### src/design/cocr_pkg.sv
// Constants for the clock output control register bank.
// Assumes byte-wide registers at byte offsets on the serial interface's register port.
package cocr_pkg;

    localparam int ADDR_W = 8;
    localparam int DATA_W = 8;

    // Register offsets
    localparam logic [7:0] OFF_XO_TRIM_HIGH = 8'h10;
    localparam logic [7:0] OFF_XO_TRIM_LOW = 8'h11;
    localparam logic [7:0] OFF_OUTPUT_DRIVE_CTL = 8'h14;
    localparam logic [7:0] OFF_OUTPUT_POLARITY_CTL = 8'h15;
    localparam logic [7:0] OFF_OUT_DIVIDER_HIGH = 8'h16;
    localparam logic [7:0] OFF_OUT_DIVIDER_LOW = 8'h17;

    // Field positions
    localparam int XO_TRIM_LSB_HI = 1;
    localparam int XO_TRIM_LSB_LO = 0;
    localparam int OUT0_TRISTATE_BIT = 2;
    localparam int OUT_MUTE_BIT = 1;
    localparam int OUT1_POLARITY_FLIP_BIT = 5;
    localparam int OUT0_POLARITY_FLIP_BIT = 4;
    localparam int EDGE_SPEED_HI = 7;
    localparam int EDGE_SPEED_LO = 6;
    localparam int PRESCALE_SEL_BIT = 5;
    localparam int OUT_DIV_MSB_BIT = 0;

    // Reset values
    localparam logic [1:0] XO_TRIM_LSB_RESET = 2'h0;
    localparam logic [7:0] XO_TRIM_MSB_RESET = 8'h80;
    localparam logic [1:0] EDGE_SPEED_RESET = 2'h0;
    localparam logic [7:0] OUT_DIV_LOW_RESET = 8'h20;
    localparam logic OUT_DIV_MSB_RESET = 1'b0;

    // Edge-rate encodings
    localparam logic [1:0] EDGE_FAST = 2'h0;
    localparam logic [1:0] EDGE_SLOW = 2'h2;

    // Divider limits
    localparam logic [8:0] OUT_DIV_MIN = 9'h005;
    localparam logic [8:0] OUT_DIV_MAX = 9'h0ff;

endpackage

### src/design/cocr_regs.sv
// Register bank for the clock output stage: trim, output control and output divider.
// Assumes a serial-interface front end presenting byte reads and writes synchronous to CLK_I.
`timescale 1ns/100ps
`default_nettype none

module cocr_regs (
    input wire logic CLK_I, // 100 MHz clock
    input wire logic RESET_N_I, // Async reset, active low
    input wire logic WR_EN_I, // Write strobe, one cycle
    input wire logic RD_EN_I, // Read strobe, one cycle
    input wire logic [7:0] ADDR_I, // Register offset
    input wire logic [7:0] WR_DATA_I, // Write byte
    output logic [7:0] RD_DATA_O, // Read byte, registered
    output logic RD_VALID_O, // Read data valid pulse
    output logic [9:0] XO_OFFSET_TRIM_O, // Crystal offset trim
    output logic OUT0_TRISTATE_O, // Output 0 high impedance
    output logic OUT0_OE_O, // Output 0 drive enable
    output logic OUT_MUTE_O, // Output channel mute
    output logic OUT0_POLARITY_FLIP_O, // Invert channel 0
    output logic OUT1_POLARITY_FLIP_O, // Invert channel 1
    output logic [1:0] EDGE_SPEED_SELECT_O, // Edge rate select
    output logic EDGE_SLOW_O, // Slow edges selected
    output logic PRESCALE_DIV5_O, // Prescaler divides by five
    output logic [8:0] OUT_DIV_O, // Applied output divider value
    output logic [9:0] OUT_DIV_RATIO_O, // Applied division ratio
    output logic OUT_DIV_VALID_O // Applied value in legal range
);

    function automatic logic hit(input logic [7:0] addr, input logic [7:0] off);
        hit = (addr == off);
    endfunction

    logic [1:0] xo_trim_lsb;
    logic [7:0] xo_trim_msb;
    logic out0_tristate;
    logic out_mute;
    logic out0_polarity_flip;
    logic out1_polarity_flip;
    logic [1:0] edge_speed_select;
    logic prescale_div5;
    logic out_div_msb;
    logic [7:0] out_div_low_stage;
    logic [8:0] out_div_active;

    wire wr_trim_hi = WR_EN_I && hit(ADDR_I, cocr_pkg::OFF_XO_TRIM_HIGH);
    wire wr_trim_lo = WR_EN_I && hit(ADDR_I, cocr_pkg::OFF_XO_TRIM_LOW);
    wire wr_drive = WR_EN_I && hit(ADDR_I, cocr_pkg::OFF_OUTPUT_DRIVE_CTL);
    wire wr_pol = WR_EN_I && hit(ADDR_I, cocr_pkg::OFF_OUTPUT_POLARITY_CTL);
    wire wr_div_hi = WR_EN_I && hit(ADDR_I, cocr_pkg::OFF_OUT_DIVIDER_HIGH);
    wire wr_div_lo = WR_EN_I && hit(ADDR_I, cocr_pkg::OFF_OUT_DIVIDER_LOW);

    // Only defined fields are stored, so reserved bits cannot reach the outputs
    always_ff @(posedge CLK_I or negedge RESET_N_I) begin
        if (!RESET_N_I) begin
            xo_trim_lsb <= cocr_pkg::XO_TRIM_LSB_RESET;
            xo_trim_msb <= cocr_pkg::XO_TRIM_MSB_RESET;
        end else begin
            if (wr_trim_hi) begin
                xo_trim_lsb <= WR_DATA_I[cocr_pkg::XO_TRIM_LSB_HI:cocr_pkg::XO_TRIM_LSB_LO];
            end
            if (wr_trim_lo) begin
                xo_trim_msb <= WR_DATA_I;
            end
        end
    end

    always_ff @(posedge CLK_I or negedge RESET_N_I) begin
        if (!RESET_N_I) begin
            out0_tristate <= 1'b0;
            out_mute <= 1'b0;
            out0_polarity_flip <= 1'b0;
            out1_polarity_flip <= 1'b0;
        end else begin
            if (wr_drive) begin
                out0_tristate <= WR_DATA_I[cocr_pkg::OUT0_TRISTATE_BIT];
                out_mute <= WR_DATA_I[cocr_pkg::OUT_MUTE_BIT];
            end
            if (wr_pol) begin
                out0_polarity_flip <= WR_DATA_I[cocr_pkg::OUT0_POLARITY_FLIP_BIT];
                out1_polarity_flip <= WR_DATA_I[cocr_pkg::OUT1_POLARITY_FLIP_BIT];
            end
        end
    end

    // Low byte waits in a stage so a half-written divider never reaches the output
    always_ff @(posedge CLK_I or negedge RESET_N_I) begin
        if (!RESET_N_I) begin
            edge_speed_select <= cocr_pkg::EDGE_SPEED_RESET;
            prescale_div5 <= 1'b0;
            out_div_msb <= cocr_pkg::OUT_DIV_MSB_RESET;
            out_div_low_stage <= cocr_pkg::OUT_DIV_LOW_RESET;
            out_div_active <= {cocr_pkg::OUT_DIV_MSB_RESET, cocr_pkg::OUT_DIV_LOW_RESET};
        end else begin
            if (wr_div_lo) begin
                out_div_low_stage <= WR_DATA_I;
            end
            if (wr_div_hi) begin
                edge_speed_select <= WR_DATA_I[cocr_pkg::EDGE_SPEED_HI:cocr_pkg::EDGE_SPEED_LO];
                prescale_div5 <= WR_DATA_I[cocr_pkg::PRESCALE_SEL_BIT];
                out_div_msb <= WR_DATA_I[cocr_pkg::OUT_DIV_MSB_BIT];
                // Relies on the host writing the low byte beforehand
                out_div_active <= {WR_DATA_I[cocr_pkg::OUT_DIV_MSB_BIT], out_div_low_stage};
            end
        end
    end

    wire [7:0] rd_trim_hi = {6'h00, xo_trim_lsb};
    wire [7:0] rd_drive = {5'h00, out0_tristate, out_mute, 1'b0};
    wire [7:0] rd_pol = {2'h0, out1_polarity_flip, out0_polarity_flip, 4'h0};
    wire [7:0] rd_div_hi = {edge_speed_select, prescale_div5, 4'h0, out_div_msb};
    wire [7:0] rd_mux =
        hit(ADDR_I, cocr_pkg::OFF_XO_TRIM_HIGH) ? rd_trim_hi :
        hit(ADDR_I, cocr_pkg::OFF_XO_TRIM_LOW) ? xo_trim_msb :
        hit(ADDR_I, cocr_pkg::OFF_OUTPUT_DRIVE_CTL) ? rd_drive :
        hit(ADDR_I, cocr_pkg::OFF_OUTPUT_POLARITY_CTL) ? rd_pol :
        hit(ADDR_I, cocr_pkg::OFF_OUT_DIVIDER_HIGH) ? rd_div_hi :
        hit(ADDR_I, cocr_pkg::OFF_OUT_DIVIDER_LOW) ? out_div_low_stage :
        8'h00;

    always_ff @(posedge CLK_I or negedge RESET_N_I) begin
        if (!RESET_N_I) begin
            RD_DATA_O <= 8'h00;
            RD_VALID_O <= 1'b0;
        end else begin
            RD_VALID_O <= RD_EN_I;
            if (RD_EN_I) begin
                RD_DATA_O <= rd_mux;
            end
        end
    end

    wire [9:0] ratio = {1'b0, out_div_active} + 10'h001;

    assign XO_OFFSET_TRIM_O = {xo_trim_msb, xo_trim_lsb};
    assign OUT0_TRISTATE_O = out0_tristate;
    assign OUT0_OE_O = !out0_tristate;
    assign OUT_MUTE_O = out_mute;
    assign OUT0_POLARITY_FLIP_O = out0_polarity_flip;
    assign OUT1_POLARITY_FLIP_O = out1_polarity_flip;
    assign EDGE_SPEED_SELECT_O = edge_speed_select;
    assign EDGE_SLOW_O = (edge_speed_select == cocr_pkg::EDGE_SLOW);
    assign PRESCALE_DIV5_O = prescale_div5;
    assign OUT_DIV_O = out_div_active;
    assign OUT_DIV_RATIO_O = ratio;
    assign OUT_DIV_VALID_O = (out_div_active >= cocr_pkg::OUT_DIV_MIN) &&
        (out_div_active <= cocr_pkg::OUT_DIV_MAX);

endmodule

`default_nettype wire

### config.mk
export PLATFORM = sky130hd
export DESIGN_NAME = cocr_regs
export DESIGN_NICKNAME = d
export VERILOG_FILES = /design/src/design/cocr_pkg.sv /design/src/design/cocr_regs.sv
export SDC_FILE = /design/constraint.sdc
export NUM_CORES = 1
export LEC_CHECK = 0
export BUFFER_PORTS_ARGS = -buffer_cell sky130_fd_sc_hd__buf_2
export CAP_MARGIN = 0
export CORE_MARGIN = 2
export CORE_UTILIZATION = 40
export DETAILED_ROUTE_END_ITERATION = 8
export PLACE_DENSITY = 0.7
export SLEW_MARGIN = 5
export SYNTH_ARGS = -nofsm -noshare
export SYNTH_HDL_FRONTEND = slang
export SYNTH_SLANG_ARGS = --single-unit
### constraint.sdc
create_clock -name CLK_I -period 2.5 [get_ports CLK_I]
set_input_delay 0.75 -clock CLK_I [delete_from_list [all_inputs] [get_ports CLK_I]]
set_output_delay 0.75 -clock CLK_I [all_outputs]
set_load 0.03 [all_outputs]
Word level (Yosys, flattened, before mapping)
Index checks and enable logic that the tools add are counted.
- multiplexer cells: 6
- add/sub/neg operators: 1
- reduce and logical (&&, ||, !) cells: 8
- magnitude comparators: 2
- equal/unequal tests: 7
- operator list (operator ; number):
    8-bit by 5-bit equality test with 1-bit output (second input constant) ; 6
    8-bit two-way mux ; 6
    9-bit by 1-bit adder with 10-bit output (second input constant) ; 1
    9-bit by 3-bit greater-or-equal comparator with 1-bit output (second input constant) ; 1
    9-bit by 8-bit less-or-equal comparator with 1-bit output (second input constant) ; 1
    1-bit logical AND ; 7
    2-bit equality test (second input constant) ; 1
    1-bit logical NOT ; 1
- bits of input ports: 20
- register bits: 44
- logic and storage cells: 37
- output and inout port bits: 48

Longest topological paths before layout
- word-level depth: 7
- depth in mapped cells: 6
- gate-level depth less buffers: 6

Worst setup path after synthesis
Ideal clock, no wire load.
- kind: flip-flop to output port
- start point: register out_div_active[0], in the netlist OUT_DIV_O[0]
- end point: output OUT_DIV_VALID_O
- buffers on the path: 0
- data required time: 1.750 ns
- path slack: -0.057 ns
- cell stages (with the launch flop): 7
- arrival: 1.807 ns
- path through: dfrtp_1 ha_1 and3_1 nor3b_1 ha_1 nand2b_1 o311a_1
- word-level cells in the longest chain between the ends: 2
- elaborated cells on any way between the ends: 3
- classes of those cells: order compare: 2; reduce/logical: 1
- ends and longest elaborated chain (element ; line ; text):
    start, declared ; cocr_regs.sv:43 ; logic [8:0] out_div_active;
    start signal, assigned ; cocr_regs.sv:92 ; out_div_active <= {cocr_pkg::OUT_DIV_MSB_RESET, cocr_pkg::OUT_DIV_LOW_RESET};
    start signal, assigned ; cocr_regs.sv:102 ; out_div_active <= {WR_DATA_I[cocr_pkg::OUT_DIV_MSB_BIT], out_div_low_stage};
    9-bit by 3-bit greater-or-equal comparator with 1-bit output / 9-bit by 8-bit less-or-equal comparator with 1-bit output (equally long branches) ; cocr_regs.sv:145, cocr_regs.sv:146 ;
    1-bit logical AND (*) ; cocr_regs.sv:145 ; assign OUT_DIV_VALID_O = (out_div_active >= cocr_pkg::OUT_DIV_MIN) &&
    end, declared ; cocr_regs.sv:26 ; output logic OUT_DIV_VALID_O
Every way passes the cells marked *; elsewhere a longest branch is shown, timed or not.

Worst setup path after layout
- start point: register out_div_active[1], in the netlist OUT_DIV_O[1]
- end point: output OUT_DIV_VALID_O
Same word-level chain as after synthesis.

==> results.py <==
metrics = {
    "grt": {
        "number_of_antenna_violations_at_the_first_check_in_global_routing": 0,
        "pin_count_of_the_biggest_net_entering_global_routing": 25,
        "first_global_vias": 1752,
        "overflow": 0,
        "globalRouteTotalUtil": 0.189,
        "grt_pass1_wl_um": 9060,
    },
    "layout": {
        "drive_above_1_share": 0.538,
        "filler_cell_count": 451,
        "fin_area_um2": 2860,
        "antenna_cells": 0,
        "final_core_util": 0.550,
        "final_layout_net_count": 288,
        "area_delta_synth_final_pct": 30.6,
    },
    "clock_network": {
        "cts_max_level": 2,
        "numCtsBuffers": 5,
        "clock_insertion_delay_worst_skew_ns": 0.30,
        "clock_sinks": 43,
        "tritoncts_clock_tree": "built",
        "clk_path_buf_depth": 2,
        "clk_pin_slew_ns": 0.08,
        "buffer_cell_driving_the_clock_tree_root": "clkbuf_8",
        "cts.hold.buffers_added": 0,
    },
    "drt": {
        "drtPass1Iterations": 4,
        "drt_wl_total_um": 5500,
        "vias_per_cell": 5.26,
        "drc": 0,
        "drtIter0Drc": 90,
        "wl_per_instance_um": 16.4,
        "route.antenna.remaining_nets": 0,
        "via_count": 1767,
    },
    "floorplan": {
        "ios": 68,
        "core_um2": 5200,
        "num_rows": 26,
        "starting_density_of_the_core": 0.421,
        "die_w_um": 78.0,
        "dieHeight_um": 78.0,
        "dieArea_um2": 6080,
    },
    "timing": {
        "slew-limit-headroom": 0.638,
        "timing.clock.skew_ns": 0.00936,
        "final_hold_viol_count": 0,
        "setup_viol_count_final": 1,
        "unrepaired_setup_endpoints_after_global_routing": "yes",
        "final_min_period_over_clock_period": 1.03,
        "timing.final.ws_setup_ns": -0.0702,
        "timing.fmax_mhz": 389,
        "report.final.slew_viol_count": 0,
        "worstMarginPinSlew_ns": 0.536,
        "final_period_minus_worst_setup_slack_ns": 2.57,
        "hold-worst-slack_ns": 0.419,
    },
    "run_status": {
        "status": "complete, but fails checks",
        "violated_checks": "setup timing",
    },
    "synthesis": {
        "synth_xor_xnor_area_share": 0.0240,
        "synthAdderAreaFrac": 0.0171,
        "synth_edf_count": 0,
        "yosysWarningCount": 0,
        "ys_types": 41,
        "post_synth_inst_count": 182,
        "synth.top_cells.by_area": "dfrtp_1 (46%), mux2_2 (20%), dfstp_2 (3.6%), nand4_1 (2.6%), nand3_1 (2.1%)",
        "post-synth-top-area-cell": "dfrtp_1",
        "synthMostInstantiatedCell": "dfrtp_1",
        "synthMuxAreaShare": 0.200,
        "synth_simple_gate_area_frac": 0.178,
        "ys_async_sr_fraction": 1.00,
        "yosysTopAreaCellShare": 0.457,
        "combinational_family_with_the_most_area_after_synthesis": "multiplexers",
        "yosysSeqAreaShare": 0.493,
        "ys_top_cells_by_count": "dfrtp_1 (40), mux2_2 (38), inv_1 (11), nand3_1 (9), nand4_1 (9)",
        "ys_seq_elements": 43,
        "synth.cell_area_um2": 2190,
        "ys.flop_type": "dfrtp_1",
        "compound_gate_fraction_of_synth_area": 0.0537,
        "syn-mean-instance-area_um2": 12.0,
        "synthesis.nets": 205,
    },
    "place": {
        "dp_hpwl_um": 4070,
        "place_congestion": 0.805,
        "number_of_input_and_output_port_buffers_inserted": 67,
        "area_after_detailed_placement_um2": 2690,
    },
    "worst_setup_path": {
        "worstSetupEndpointType": "output pin",
        "arrival_ns": 1.82,
        "required_ns": 1.75,
        "worstSetupPathType": "flip-flop to output pin",
        "critical_path.startpoint_type": "flip-flop",
        "critPathMaxFanout": 2,
    },
    "pwr": {
        "worst_ir_drop_vdd_mv": 0.353,
        "pwr-share-clk": 0.343,
        "cellInternalPower_uw": 1040,
        "p_seq_frac": 0.523,
        "leakage_dissipation_uw": 0.00147,
        "switching_share": 0.260,
        "power.net_switching_uw": 366,
        "p_total_uw": 1410,
        "power.combinational.fraction": 0.133,
        "p_per_area_nw_per_um2": 491,
    },
    "job": {
        "drv.max_cap_violation_count": 0,
    },
    "min_path": {
        "worstHoldPathType": "primary input to asynchronous set/reset pin",
    },
}
## final cells by class
| class | count | area (µm²) | area share |
|---|---|---|---|
| Timing Repair Buffer | 83 | 485 | 0.170 |
| Clock buffer | 8 | 100 | 0.0350 |
| Inverter | 11 | 41.3 | 0.0144 |
| Sequential cell | 43 | 1080 | 0.378 |
| Multi-Input combinational cell | 121 | 1060 | 0.372 |
| Tap cell | 70 | 87.6 | 0.0306 |
## per-stage QoR
stage	std cells	TNS, ns	setup slack [ns]
6_report	336	-0.0702	-0.0702
5_1_grt	336	-0.151	-0.121
4_1_cts	336	-0.0757	-0.0757
3_5_place_dp	325	0	0.0790
3_3_place_gp	325	0	0.105
2_1_floorplan	182	0	0.0107
## cells in the final DEF (no fill, tap or decap), types with 3 or more instances in the layout
| cell type | synthesis | layout |
|---|---|---|
| inv_1 | 11 | 11 |
| buf_2 | 1 | 63 |
| dfrtp_1 | 40 | 38 |
| nand3_1 | 9 | 9 |
| mux2_2 | 38 | 38 |
| o32ai_1 | 3 | 3 |
| nand2_1 | 8 | 8 |
| nor2_1 | 3 | 3 |
| clkbuf_8 | 0 | 7 |
| xnor2_1 | 4 | 4 |
| nand4_1 | 9 | 9 |
| buf_4 | 2 | 16 |
| dfstp_2 | 3 | 3 |
| nand2b_1 | 3 | 3 |
| nor3_1 | 5 | 5 |
| nor2b_1 | 3 | 3 |
## final timing paths
kind	startpoint	to	slack, ns	cells past startpoint
min reg2reg	RD_DATA_O[3]	RD_DATA_O[3]	0.49	2
max reg2reg	out_div_msb	RD_DATA_O[0]	1.32	3
min	RESET_N_I	PRESCALE_DIV5_O	0.42	1
min in group CLK_I	RD_DATA_O[3]	RD_DATA_O[3]	0.49	2
max	OUT_DIV_O[1]	OUT_DIV_VALID_O	-0.07	6
max in group asynchronous	RESET_N_I	xo_trim_msb[7]	1.52	2
## registers in the layout, summed over array words and instances, names as in the netlist, 2 cells and up
register	cells
OUT_DIV_O	8
xo_trim_msb	8
out_div_low_stage	8
RD_DATA_O	8
EDGE_SPEED_SELECT_O	2
xo_trim_lsb	2
## logic make-up (layout without fill, tap and decap cells)
logic type      Yosys count  count (layout)
xor+xnor                  6               6
buf+inv                  18             102
flops                    43              43
mux                      39              39
simple gates             59              59
compound gates           14              14
fa+ha+maj                 3               3
## metal layers
layer	GRT usage	routed length, µm	vias to the layer above
met5	0	0	-
met4	0.0491	56	0
met3	0.0407	257	6
met2	0.309	2680	43
met1	0.256	2510	873
li1	-	-	845
## critical path, stage by stage (launching register included)
cell and delay, ns:
dfrtp_2 0.43, ha_4 0.17, and3_4 0.17, nor3b_2 0.15
ha_2 0.17, o311a_1 0.30, buf_6 0.14
## power by group through the flow
stage / sequential, µW / clock [µW] / combinational (µW)
after floorplan: 775 / 0 / 71.6
after global placement: 749 / 0 / 181
after detailed placement: 750 / 0 / 184
after CTS: 736 / 494 / 186
after global routing: 739 / 522 / 202
final: 736 / 483 / 187
## timing repair
action | in CTS | in global routing
endpoints found under the setup margin | 2 | 4
buffers inserted | 3 | 0
gates resized for setup | 7 | 6
endpoints found under the hold margin | 0 | 0
pin swaps | 2 | 0
(Power assumes the default switching activity.)
